## src/verilog/bfu_defines.vh

```
/*
 * Constants of the bit and flag execution unit: register offsets,
 * field positions, reset values, opcodes, flag positions and cycle counts.
 * Assumes inclusion by bare name from the unit's design file and from both testbench files.
 */
`ifndef BFU_DEFINES_VH
`define BFU_DEFINES_VH

// Register byte offsets on the AXI4-Lite slave
`define BFU_OFS_CMD        8'h00
`define BFU_OFS_STATUS     8'h04
`define BFU_OFS_FLAGS      8'h08
`define BFU_OFS_STACK_TOP  8'h0c
`define BFU_OFS_WREG_BASE  8'h40
`define BFU_OFS_IO_BASE    8'h80

// Address bits [7:5] that select the working and I/O register banks
`define BFU_WREG_PAGE      3'h2
`define BFU_IO_PAGE        3'h4

// Command word fields
`define BFU_CMD_OP_MSB     4
`define BFU_CMD_OP_LSB     0
`define BFU_CMD_SEL_MSB    10
`define BFU_CMD_SEL_LSB    8
`define BFU_CMD_IDX_MSB    18
`define BFU_CMD_IDX_LSB    16

// Reset values
`define BFU_FLAGS_RST      8'h00
`define BFU_DATA_RST       8'h00

// Status flag positions inside the status_flags_register
`define BFU_FLAG_C         3'd0
`define BFU_FLAG_Z         3'd1
`define BFU_FLAG_N         3'd2
`define BFU_FLAG_V         3'd3
`define BFU_FLAG_S         3'd4
`define BFU_FLAG_H         3'd5
`define BFU_FLAG_T         3'd6
`define BFU_FLAG_I         3'd7

// Opcodes
`define BFU_OP_NOP         5'h00
`define BFU_OP_POP         5'h01
`define BFU_OP_IO_SET      5'h02
`define BFU_OP_IO_CLR      5'h03
`define BFU_OP_SLL         5'h04
`define BFU_OP_SRL         5'h05
`define BFU_OP_ROLC        5'h06
`define BFU_OP_RORC        5'h07
`define BFU_OP_SRA         5'h08
`define BFU_OP_SWAP        5'h09
`define BFU_OP_FSET        5'h0a
`define BFU_OP_FCLR        5'h0b
`define BFU_OP_TSTORE      5'h0c
`define BFU_OP_TLOAD       5'h0d
`define BFU_OP_VSET        5'h0e
`define BFU_OP_VCLR        5'h0f
`define BFU_OP_HSET        5'h10
`define BFU_OP_HCLR        5'h11
`define BFU_OP_SSET        5'h12
`define BFU_OP_SCLR        5'h13
`define BFU_OP_SLEEP       5'h14
`define BFU_OP_WD_RESTART  5'h15

// Execution lengths in clock cycles
`define BFU_CYC_ONE        2'd1
`define BFU_CYC_TWO        2'd2

// AXI responses
`define BFU_RESP_OKAY      2'b00
`define BFU_RESP_SLVERR    2'b10

`endif

```

## src/verilog/bfu_top.v

```verilog
/*
 * Bit and flag execution unit with an AXI4-Lite register slave.
 * Software loads working, I/O and stack-top registers, writes a command,
 * and the unit executes it in one or two cycles, updating the flags.
 * Assumes one clock clk_sys (100 MHz) and a synchronous active-low nrst.
 */
// Register access over AXI4-Lite and the address map are this design's own decisions.
`timescale 1ns/100ps
`include "bfu_defines.vh"

module bfu_top #(
	parameter WREG_NUM = 8,                // Working registers
	parameter IO_NUM   = 8                 // I/O registers
) (
	input  wire        clk_sys,
	input  wire        nrst,
	input  wire [7:0]  s_axi_awaddr,
	input  wire        s_axi_awvalid,
	output reg         s_axi_awready,
	input  wire [31:0] s_axi_wdata,
	input  wire [3:0]  s_axi_wstrb,
	input  wire        s_axi_wvalid,
	output reg         s_axi_wready,
	output reg  [1:0]  s_axi_bresp,
	output reg         s_axi_bvalid,
	input  wire        s_axi_bready,
	input  wire [7:0]  s_axi_araddr,
	input  wire        s_axi_arvalid,
	output reg         s_axi_arready,
	output reg  [31:0] s_axi_rdata,
	output reg  [1:0]  s_axi_rresp,
	output reg         s_axi_rvalid,
	input  wire        s_axi_rready,
	output reg         busy,
	output reg  [7:0]  flags_out,
	output reg         sleep_req,
	output reg         watchdog_restart_op
);

	// Architectural state
	reg  [7:0]  wreg_reg [0:WREG_NUM-1];   // Working registers
	reg  [7:0]  io_reg   [0:IO_NUM-1];     // I/O registers
	reg  [7:0]  flags_reg;                 // status_flags_register
	reg  [7:0]  stack_top_reg;             // Value the next pop returns

	// Command in flight
	reg  [4:0]  op_reg;                    // Latched opcode
	reg  [2:0]  sel_reg;                   // Bit or flag select
	reg  [2:0]  idx_reg;                   // Register index
	reg  [1:0]  cnt_reg;                   // Cycles left in execution

	// Write channel holding state
	reg  [7:0]  aw_addr_reg;               // Captured write address
	reg         aw_have_reg;               // Address taken, awaiting data
	reg  [31:0] w_data_reg;                // Captured write data
	reg  [3:0]  w_strb_reg;                // Captured byte strobes
	reg         w_have_reg;                // Data taken, awaiting address

	// Combinational helpers
	reg  [7:0]  res_next;                  // Shift/rotate result
	reg         cout_next;                 // Carry out of shift/rotate
	reg         wr_ok;                     // Write address is mapped
	reg         rd_ok;                     // Read address is mapped
	reg  [31:0] rd_data;                   // Read mux output
	wire [7:0]  wsel   = wreg_reg[idx_reg];
	wire        do_wr  = aw_have_reg && w_have_reg && !s_axi_bvalid;
	wire        strb0  = w_strb_reg[0];
	wire [7:0]  wbyte  = w_data_reg[7:0];
	wire        launch = do_wr && strb0 && (aw_addr_reg == `BFU_OFS_CMD) && !busy;
	wire        finish = busy && (cnt_reg == 2'd1);
	wire [2:0]  wa_idx = aw_addr_reg[4:2];
	wire [2:0]  ra_idx = s_axi_araddr[4:2];
	integer     i;

	// Shifter: result and carry out for every shift or rotate opcode
	always @* begin
		res_next  = wsel;
		cout_next = flags_reg[`BFU_FLAG_C];
		case (op_reg)
			`BFU_OP_SLL: begin
				res_next  = {wsel[6:0], 1'b0};
				cout_next = wsel[7];
			end
			`BFU_OP_SRL: begin
				res_next  = {1'b0, wsel[7:1]};
				cout_next = wsel[0];
			end
			`BFU_OP_SRA: begin
				res_next  = {wsel[7], wsel[7:1]};
				cout_next = wsel[0];
			end
			`BFU_OP_ROLC: begin
				res_next  = {wsel[6:0], flags_reg[`BFU_FLAG_C]};
				cout_next = wsel[7];
			end
			`BFU_OP_RORC: begin
				res_next  = {flags_reg[`BFU_FLAG_C], wsel[7:1]};
				cout_next = wsel[0];
			end
			`BFU_OP_SWAP: begin
				res_next  = {wsel[3:0], wsel[7:4]};
			end
			default: begin
				res_next  = wsel;
			end
		endcase
	end

	// Address decode for writes: only word-aligned mapped addresses
	always @* begin
		wr_ok = 1'b0;
		if (aw_addr_reg[1:0] != 2'b00) begin
			wr_ok = 1'b0;
		end else if (aw_addr_reg == `BFU_OFS_CMD || aw_addr_reg == `BFU_OFS_FLAGS ||
			aw_addr_reg == `BFU_OFS_STACK_TOP) begin
			wr_ok = 1'b1;
		end else if (aw_addr_reg[7:5] == `BFU_WREG_PAGE && wa_idx < WREG_NUM) begin
			wr_ok = 1'b1;
		end else if (aw_addr_reg[7:5] == `BFU_IO_PAGE && wa_idx < IO_NUM) begin
			wr_ok = 1'b1;
		end
	end

	// Address decode and data mux for reads; narrow registers sit low
	always @* begin
		rd_ok   = 1'b1;
		rd_data = 32'h0000_0000;
		if (s_axi_araddr[1:0] != 2'b00) begin
			rd_ok = 1'b0;
		end else if (s_axi_araddr == `BFU_OFS_CMD) begin
			rd_data = {13'h0000, idx_reg, 5'h00, sel_reg, 3'h0, op_reg};
		end else if (s_axi_araddr == `BFU_OFS_STATUS) begin
			rd_data = {16'h0000, flags_reg, 7'h00, busy};
		end else if (s_axi_araddr == `BFU_OFS_FLAGS) begin
			rd_data = {24'h000000, flags_reg};
		end else if (s_axi_araddr == `BFU_OFS_STACK_TOP) begin
			rd_data = {24'h000000, stack_top_reg};
		end else if (s_axi_araddr[7:5] == `BFU_WREG_PAGE && ra_idx < WREG_NUM) begin
			rd_data = {24'h000000, wreg_reg[ra_idx]};
		end else if (s_axi_araddr[7:5] == `BFU_IO_PAGE && ra_idx < IO_NUM) begin
			rd_data = {24'h000000, io_reg[ra_idx]};
		end else begin
			rd_ok = 1'b0;
		end
	end

	// Write channels: address and data taken independently, answer after both
	always @(posedge clk_sys) begin
		if (!nrst) begin
			s_axi_awready <= 1'b0;
			s_axi_wready  <= 1'b0;
			s_axi_bvalid  <= 1'b0;
			s_axi_bresp   <= `BFU_RESP_OKAY;
			aw_have_reg   <= 1'b0;
			w_have_reg    <= 1'b0;
			aw_addr_reg   <= 8'h00;
			w_data_reg    <= 32'h0000_0000;
			w_strb_reg    <= 4'h0;
		end else begin
			// Ready is a one-cycle pulse so each channel takes exactly one item
			s_axi_awready <= !aw_have_reg && !s_axi_awready && s_axi_awvalid;
			s_axi_wready  <= !w_have_reg && !s_axi_wready && s_axi_wvalid;
			if (s_axi_awvalid && s_axi_awready) begin
				aw_addr_reg <= s_axi_awaddr;
				aw_have_reg <= 1'b1;
			end
			if (s_axi_wvalid && s_axi_wready) begin
				w_data_reg <= s_axi_wdata;
				w_strb_reg <= s_axi_wstrb;
				w_have_reg <= 1'b1;
			end
			if (do_wr) begin
				s_axi_bvalid <= 1'b1;
				s_axi_bresp  <= wr_ok ? `BFU_RESP_OKAY : `BFU_RESP_SLVERR;
			end else if (s_axi_bvalid && s_axi_bready) begin
				s_axi_bvalid <= 1'b0;
				aw_have_reg  <= 1'b0;
				w_have_reg   <= 1'b0;
			end
		end
	end

	// Read channel: answer one cycle after the address is taken
	always @(posedge clk_sys) begin
		if (!nrst) begin
			s_axi_arready <= 1'b0;
			s_axi_rvalid  <= 1'b0;
			s_axi_rdata   <= 32'h0000_0000;
			s_axi_rresp   <= `BFU_RESP_OKAY;
		end else begin
			s_axi_arready <= !s_axi_rvalid && !s_axi_arready && s_axi_arvalid;
			if (s_axi_arvalid && s_axi_arready) begin
				s_axi_rvalid <= 1'b1;
				s_axi_rdata  <= rd_data;
				s_axi_rresp  <= rd_ok ? `BFU_RESP_OKAY : `BFU_RESP_SLVERR;
			end else if (s_axi_rvalid && s_axi_rready) begin
				s_axi_rvalid <= 1'b0;
			end
		end
	end

	// Sequencer: a command runs one or two cycles; commands while busy are dropped
	always @(posedge clk_sys) begin
		if (!nrst) begin
			busy    <= 1'b0;
			cnt_reg <= 2'd0;
			op_reg  <= `BFU_OP_NOP;
			sel_reg <= 3'd0;
			idx_reg <= 3'd0;
		end else if (launch) begin
			busy    <= 1'b1;
			op_reg  <= w_data_reg[`BFU_CMD_OP_MSB:`BFU_CMD_OP_LSB];
			sel_reg <= w_data_reg[`BFU_CMD_SEL_MSB:`BFU_CMD_SEL_LSB];
			idx_reg <= w_data_reg[`BFU_CMD_IDX_MSB:`BFU_CMD_IDX_LSB];
			// Stack and I/O bit operations take two cycles, the rest one
			if (w_data_reg[4:0] == `BFU_OP_POP || w_data_reg[4:0] == `BFU_OP_IO_SET ||
				w_data_reg[4:0] == `BFU_OP_IO_CLR) begin
				cnt_reg <= `BFU_CYC_TWO;
			end else begin
				cnt_reg <= `BFU_CYC_ONE;
			end
		end else if (finish) begin
			busy    <= 1'b0;
			cnt_reg <= 2'd0;
		end else if (busy) begin
			cnt_reg <= cnt_reg - 2'd1;
		end
	end

	// Datapath: bus writes first, then the finishing command overrides them
	always @(posedge clk_sys) begin
		if (!nrst) begin
			for (i = 0; i < WREG_NUM; i = i + 1) begin
				wreg_reg[i] <= `BFU_DATA_RST;
			end
			for (i = 0; i < IO_NUM; i = i + 1) begin
				io_reg[i] <= `BFU_DATA_RST;
			end
			flags_reg           <= `BFU_FLAGS_RST;
			stack_top_reg       <= `BFU_DATA_RST;
			flags_out           <= `BFU_FLAGS_RST;
			sleep_req           <= 1'b0;
			watchdog_restart_op <= 1'b0;
		end else begin
			// Only byte lane 0 carries register data
			if (do_wr && strb0 && wr_ok) begin
				if (aw_addr_reg == `BFU_OFS_FLAGS) begin
					flags_reg <= wbyte;
				end else if (aw_addr_reg == `BFU_OFS_STACK_TOP) begin
					stack_top_reg <= wbyte;
				end else if (aw_addr_reg[7:5] == `BFU_WREG_PAGE) begin
					wreg_reg[wa_idx] <= wbyte;
				end else if (aw_addr_reg[7:5] == `BFU_IO_PAGE) begin
					io_reg[wa_idx] <= wbyte;
				end
			end
			sleep_req           <= finish && (op_reg == `BFU_OP_SLEEP);
			watchdog_restart_op <= finish && (op_reg == `BFU_OP_WD_RESTART);
			if (finish) begin
				case (op_reg)
					`BFU_OP_POP: begin
						wreg_reg[idx_reg] <= stack_top_reg;
					end
					`BFU_OP_IO_SET: begin
						io_reg[idx_reg][sel_reg] <= 1'b1;
					end
					`BFU_OP_IO_CLR: begin
						io_reg[idx_reg][sel_reg] <= 1'b0;
					end
					`BFU_OP_SLL, `BFU_OP_SRL, `BFU_OP_SRA, `BFU_OP_ROLC, `BFU_OP_RORC: begin
						// Z, C, N and V follow the result; V is N xor C
						wreg_reg[idx_reg]          <= res_next;
						flags_reg[`BFU_FLAG_C]     <= cout_next;
						flags_reg[`BFU_FLAG_Z]     <= (res_next == 8'h00);
						flags_reg[`BFU_FLAG_N]     <= res_next[7];
						flags_reg[`BFU_FLAG_V]     <= res_next[7] ^ cout_next;
					end
					`BFU_OP_SWAP: begin
						wreg_reg[idx_reg] <= res_next;
					end
					`BFU_OP_FSET: begin
						flags_reg[sel_reg] <= 1'b1;
					end
					`BFU_OP_FCLR: begin
						flags_reg[sel_reg] <= 1'b0;
					end
					`BFU_OP_TSTORE: begin
						flags_reg[`BFU_FLAG_T] <= wsel[sel_reg];
					end
					`BFU_OP_TLOAD: begin
						wreg_reg[idx_reg][sel_reg] <= flags_reg[`BFU_FLAG_T];
					end
					`BFU_OP_VSET: begin
						flags_reg[`BFU_FLAG_V] <= 1'b1;
					end
					`BFU_OP_VCLR: begin
						flags_reg[`BFU_FLAG_V] <= 1'b0;
					end
					`BFU_OP_HSET: begin
						flags_reg[`BFU_FLAG_H] <= 1'b1;
					end
					`BFU_OP_HCLR: begin
						flags_reg[`BFU_FLAG_H] <= 1'b0;
					end
					`BFU_OP_SSET: begin
						flags_reg[`BFU_FLAG_S] <= 1'b1;
					end
					`BFU_OP_SCLR: begin
						flags_reg[`BFU_FLAG_S] <= 1'b0;
					end
					default: begin
						// No operation, sleep and watchdog restart touch no state here
					end
				endcase
			end
			// Mirror one cycle late; a trade for a clean flop-driven output
			flags_out <= flags_reg;
		end
	end

endmodule // bfu_top

```

## config.mk

```make
export PLATFORM = sky130hd
export DESIGN_NAME = bfu_top
export DESIGN_NICKNAME = d
export VERILOG_FILES = /design/src/verilog/bfu_top.v
export VERILOG_INCLUDE_DIRS = /design/src /design/src/verilog
export SDC_FILE = /design/constraint.sdc
export NUM_CORES = 1
export LEC_CHECK = 0
export BUFFER_PORTS_ARGS = -buffer_cell sky130_fd_sc_hd__buf_4
export CAP_MARGIN = 10
export CORE_MARGIN = 1.5
export CORE_UTILIZATION = 60
export DETAILED_ROUTE_END_ITERATION = 6
export GPL_ROUTABILITY_DRIVEN = 1
export PLACE_DENSITY = 0.83
export SLEW_MARGIN = 20
export SYNTH_ARGS = -nofsm -noshare
export SYNTH_HDL_FRONTEND = slang
export SYNTH_SLANG_ARGS = --single-unit
```

## constraint.sdc

```tcl
create_clock -name clk_sys -period 3.7 [get_ports clk_sys]
set_clock_uncertainty 0.1 [all_clocks]
set_input_delay 0.74 -clock clk_sys [delete_from_list [all_inputs] [get_ports clk_sys]]
set_output_delay 0.74 -clock clk_sys [all_outputs]
set_load 0.01 [all_outputs]
```

==> results.md, run 1 <==
- Top-area cell type share of the netlist area: 28.5%
- Slew margin rel.: between 20 and 25%
- H-tree levels: 1
- Synthesized instance count: between 1000 and 1500
- Status: finished with violations
- Clock root cell: clkbuf_16
- Actual slew at the worst max-slew pin: 1.17 ns
- Sequential share of the synthesized area: 42.5%
- DP Worst Slack: 0.527 ns
- Worst path max stage delay: approximately 0.75 ns
- Max-Cap Viols: 0
- First-pass GRT wire length: 65.8 mm
- Most used routing layer: met2
- Area occupied by multi-input gates: 0.00717 mm²
- Starting DRT DRC Count: 1808
- DRT Pass-1 Iters: 7
- Die area: 0.0234 mm²
- Initial Utilization: between 60% and 70%
- Library cells used by synthesis: 73
- Arr. time, crit path: 3.43 ns
- Number of synthesized flops with an enable pin: 128
- Synth Area per Inst: 9.15 µm²
- CTS Buffer Depth: 3
- Clock-pin slew on the worst setup and hold paths: ~0.060 ns
- Largest net degree at the start of global routing: 68
- Share of cells above drive strength 1: around 15%
- Power per cell area: 371 mW/mm²
- Most common cell in the netlist: nand2_1
- Fillers: 1654
- Final worst path period share: 88.8%
- GRT Total Usage: between 30% and 40%
- Die W: 153 µm
- CTS sink cnt: roughly 220
- CTS Buf Count: 24
- Yosys reg bits: 222
- RSZ-0062 raised after global routing: no
- Post-layout minimum cycle time: 3.28 ns
- Residual DRC: 8
- Core Region: ~0.022 mm²
- Syn Std Cell Area: approximately 0.013 mm²
- Setup TNS: 0 ns
- Main area contributors after synthesis: edfxtp_1 29%, dfxtp_1 14%, nand2_1 8.1%, mux4_2 7.0%, mux2i_1 6.1%
- Die height: 153 µm
- CTS tree: built
- Worst path cell trace: mux4_2 > nor2_1 > buf_4 > nor3_1 > o41ai_1 > and3_1 > o31ai_1
- Initial antenna violation count: 1
- Cell taking the most area after synthesis: edfxtp_1
- CP startpoint kind: register
- IO Port Bufs: 74
- Critical Path Stages: 7
- Hold depth: 1
- Leak: ~0.0056 µW
- WP buf/inv: 1
- Synth async-reset ratio: 0%
- Fin nets: 1563
- Fmax: 304 MHz
- Critical Path RT: between 3 and 4 ns
- ANT nets after route: 0
- Peak supply drop: 399 µV
- Setup violations, final: 0
- Largest delay share family, worst path: flip-flops
- Fin util: between 60% and 70%
- # hold bufs at CTS: 0
- Vias in the first global route: 11934
- Kind of critical path: register to register
- Worst path slowest cell: dfxtp_1
- Detailed-route via count: 12428
- Later-pin clock latency in the skew report: 0.54 ns
- Failing checks: DRC
- Routed len/inst: 23.9 µm
- Post-synth top cells: 292 x nand2_1, 128 x edfxtp_1, 124 x o21ai_0
- Met1 usage: 47.5%
- Final Hold Fails: 0
- Cts repair resizes: 0
- Crit-path max FO: 10
- Register area: 0.00573 mm²
- Overall power: 5600 µW
- R2r setup slk: 0.42 ns
- Met3 GRT Util: under 10%
- R2R depth: 7
- Vias/cell: about 6.9
- FP Rows: 54
- Postcts setup bufs: 0
- Met2 usage: about 57%
- Slew Limit Fails: 0
- IO Count: 111
- CP Capture Type: register
- Fin worst setup slack: 0.415 ns
- Remaining global-route overflow: 0
- Most common flop cell mapped by yosys: edfxtp_1
- N_diodes: 0
- GPL Wtd Cong: 1.02
- Placed wire-length estimate: 29.4 mm
- Synth warnings: 0
- Area growth, synth to finish: 11.8%
- Hold Path Class: register to register
- DRT Wirelength: 43.1 mm
final timing paths:
check                    start             end
setup / recovery      register  wreg_reg[6][7]
hold / removal    s_axi_rvalid   s_axi_arready
setup reg to reg      register  wreg_reg[6][7]
hold reg to reg   s_axi_rvalid   s_axi_arready
layout by cell type (no fill, tap or decap), types with 10 or more instances in the layout:
cell type and count:
nand2_1 292, buf_4 128, edfxtp_1 128, o21ai_0 124, dfxtp_1 93, nand3_1 84, mux2i_1 82, nor2_1 68
nor2b_1 54, o211ai_1 43, mux4_2 42, o31ai_1 37, a21boi_0 33, nor3_1 32, clkbuf_16 28, a21oi_1 23
and2_1 17, conb_1 15, o22ai_1 11, nand2b_1 10
metrics by stage:
| stage | hold WS, ns | cell area [µm²] | std cells |
|---|---|---|---|
| floorplan | 0.336 | 13500 | 1487 |
| global placement | 0.336 | 14200 | 1757 |
| detailed placement | 0.353 | 14200 | 1757 |
| CTS | 0.358 | 15100 | 1801 |
| global route | 0.365 | 15100 | 1801 |
| finish | 0.359 | 15100 | 1801 |
per-layer routing:
metal / routed length [µm] / part of all wire (%)
met5: 0 / 0
met4: 2300 / 5.3
met3: 5720 / 13
met2: 19500 / 45
met1: 15600 / 36
logic make-up after synthesis:
logic type | share of synthesized area, %
buffers and inverters | 4.76
flip-flops | 42.5
adder cells (fa/ha/maj) | 0.0928
AO/OA/AOI/OAI | 17.3
multiplexers | 13.8
other | 0.0278
AND/OR/NAND/NOR | 21.6
report_power, final:
part           switching, µW  leakage [µW]  total [µW]  internal, µW
clock network           1010      0.000418        2530          1520
logic                    211       0.00308         359           148
registers               43.4       0.00208        2710          2660
area by class of cell:
type	count	share of cell area (%)
clock buffer	40	5.24
inverter	9	0.224
clock inverter	4	0.299
timing repair buffer	128	6.38
tap	280	2.32
sequential	222	38.0
multi-input combinational	1118	47.5
(Power assumes the default switching activity.)
==> run 2: changes to the inputs <==
Settings changed: BUFFER_PORTS_ARGS -buffer_cell sky130_fd_sc_hd__buf_4 to -buffer_cell sky130_fd_sc_hd__clkbuf_2, CTS_BUF_LIST set to sky130_fd_sc_hd__clkbuf_8, CTS_CLUSTER_SIZE set to 28.
==> run 2 against run 1 <==
  * The flow still finishes with violations (DRC)
  * Die area is the same
  * First-iteration DRC count shrank 2.5%
  * Wire length grew 2.1%
  * Design area shrank 1.2%
  * Critical path type unchanged
  * Critical endpoint is now wreg_reg[2][7]
  * Largest cell class unchanged
==> results.md, run 2 (same netlist as run 1, synthesis figures left out) <==
- GRT Total Usage: 37.0% (was 36.3%)
- R2R depth: 6 (was 7)
- Min Hold Slack: 0.341 ns (was 0.359 ns)
- Final worst path period share: 87.6% (was 88.8%)
- Cts repair resizes: 0 (unchanged)
- Vias in the first global route: 11689 (was 11934)
- Peak supply drop: 288 µV (was 399 µV)
- Crit-path max FO: 10 (unchanged)
- Core Region: 0.0220 mm² (unchanged)
- Later-pin clock latency in the skew report: 0.57 ns (was 0.54 ns)
- CTS Buffer Depth: 3 (unchanged)
- GPL Wtd Cong: 0.984 (was 1.02)
- Share of cells above drive strength 1: 16.6% (was 15.3%)
- R2r setup slk: 0.46 ns (was 0.42 ns)
- Setup violations, final: 0 (unchanged)
- Fin nets: 1586 (was 1563)
- CTS sink cnt: 222 (unchanged)
- Residual DRC: 5 (was 8)
- Number of instances in the placed design: 1766 (was 1757)
- Hold Path Class: primary input to register (was register to register)
- Pint: 4080 µW (was 4330 µW)
- Failing checks: DRC (unchanged)
- N_diodes: 0 (unchanged)
- Fin worst setup slack: 0.459 ns (was 0.415 ns)
- Power per cell area: 363 mW/mm² (was 371 mW/mm²)
- Crit path to: wreg_reg[2][7] (was wreg_reg[6][7])
- Placed wire-length estimate: 30.4 mm (was 29.4 mm)
- Critical Path RT: 3.87 ns (was 3.85 ns)
- Switching pwr: 1330 µW (was 1260 µW)
- Routed len/inst: 24.0 µm (was 23.9 µm)
- First-pass GRT wire length: 66.1 mm (was 65.8 mm)
- CP Capture Type: register (unchanged)
- Kind of critical path: register to register (unchanged)
- Leak: 0.00556 µW (was 0.00557 µW)
- Initial antenna violation count: 0 (was 1)
- CTS Buf Count: 38 (was 24)
- CTS tree: built (unchanged)
- Die height: 153 µm (unchanged)
- IO Port Bufs: 74 (unchanged)
- CP startpoint kind: register (unchanged)
- DRT Pass-1 Iters: 7 (unchanged)
- ANT nets after route: 0 (unchanged)
- Arr. time, crit path: 3.41 ns (was 3.43 ns)
- Sw Share: 24.7% (was 22.6%)
- Setup TNS: 0 ns (unchanged)
- Status: finished with violations (unchanged)
- Seq pwr share: 50.2% (was 48.4%)
- DRT Wirelength: 44.0 mm (was 43.1 mm)
- RSZ-0062 raised after global routing: no (unchanged)
- Gate power share: 6.4% (about the same)
- Reg-to-reg endpoint: wreg_reg[2][7] (was wreg_reg[6][7])
- Fmax: 309 MHz (was 304 MHz)
- Slew Limit Fails: 0 (unchanged)
- Clock-pin slew on the worst setup and hold paths: 0.06 ns (about the same)
- Die area: 0.0234 mm² (unchanged)
- Clock root cell: clkbuf_8 (was clkbuf_16)
- Remaining global-route overflow: 0 (unchanged)
- Actual slew at the worst max-slew pin: 1.12 ns (was 1.17 ns)
- Largest net degree at the start of global routing: 68 (unchanged)
- Postcts setup bufs: 0 (unchanged)
- Commonest non-fill, non-tap cell in the layout: nand2_1 (unchanged)
- Most frequent cells in the layout: 292 x nand2_1, 128 x edfxtp_1, 124 x o21ai_0 (was 292 x nand2_1, 128 x buf_4, 128 x edfxtp_1)
- Vias/cell: 6.87 (was 6.90)
- DP Worst Slack: 0.433 ns (was 0.527 ns)
- Initial Utilization: 61.4% (unchanged)
- # hold bufs at CTS: 0 (unchanged)
- Die W: 153 µm (unchanged)
- Area growth, synth to finish: 10.5% (was 11.8%)
- Slew margin rel.: 25.2% (was 21.9%)
- FP Rows: 54 (unchanged)
- Post-layout minimum cycle time: 3.24 ns (was 3.28 ns)
- Clk pwr share: 43.4% (was 45.2%)
- Starting DRT DRC Count: 1762 (was 1808)
- IO Count: 111 (unchanged)
- Max-Cap Viols: 0 (unchanged)
- H-tree levels: 2 (was 1)
- Final Hold Fails: 0 (unchanged)
- Detailed-route via count: 12570 (was 12428)
- Final std cells w/o fill: 1830 (was 1801)
-- run 2: cell count changes in the layout (fill, tap and decap cells not counted), moves of 5 or more --
| cell | previous run | this run |
|---|---|---|
| clkbuf_16 | 28 | 0 |
| inv_1 | 9 | 14 |
| clkbuf_2 | 3 | 73 |
| buf_4 | 128 | 62 |
| clkinv_2 | 3 | 8 |
| clkbuf_8 | 4 | 39 |
| clkbuf_1 | 5 | 0 |
-- run 2: worst min-delay path by stage --
stage | cells after the start | end | slack, ns | startpoint
2_1_floorplan | 1 | s_axi_wready | 0.34 | w_have_reg
3_3_place_gp | 1 | s_axi_arready | 0.33 | s_axi_arready
3_5_place_dp | 2 | s_axi_rdata[4] | 0.35 | s_axi_rdata[4]
4_1_cts | 3 | aw_addr_reg[1] | 0.32 | s_axi_awaddr[1]
5_1_grt | 3 | w_data_reg[8] | 0.33 | s_axi_wdata[8]
6_report | 3 | w_data_reg[5] | 0.34 | s_axi_wdata[5]
-- run 2: worst max-delay path, cell delays in order, from the launching register on --
cell     delay (ns)
dfxtp_1        0.79
and2_0         0.52
a22o_1         0.45
nor3_1         0.13
o41ai_1        0.45
and3_1         0.41
mux2i_1        0.13
-- run 2: per-layer routing --
layer / track usage (%) / vias up / routed length [µm] / part of all wire (%)
met5: 0 / - / 0 / 0
met2: 57.0 / 965 / 19700 / 45
li1: - / 5532 / - / -
met3: 7.91 / 197 / 5780 / 13
met1: 49.1 / 5876 / 16100 / 37
met4: 20.1 / 0 / 2380 / 5.4
-- run 2: layout make-up --
type | instances | area, µm²
clock buffers | 39 | 537
repair buffers | 137 | 856
well taps | 280 | 350
flip-flops and latches | 222 | 5730
multi-input cells | 1118 | 7170
fillers | 1719 | 7060
clock inverters | 25 | 228
inverters | 9 | 33.8
-- run 2: power groups by stage --
stage / registers (µW) / logic, µW / clock network (µW)
after global routing: 2720 / 368 / 2450
final: 2720 / 346 / 2350
after detailed placement: 2770 / 338 / 0
after global placement: 2760 / 327 / 0
after floorplan: 2730 / 243 / 0
after CTS: 2710 / 339 / 2350
-- run 2: per-stage QoR --
step	power [µW]	util [%]	instance area (µm²)
after floorplan	2980	-	13500
after global placement	3090	64.4	14100
after detailed placement	3100	64.4	14100
after CTS	5400	67.8	14900
after global routing	5540	67.8	14900
final	5410	67.8	14900
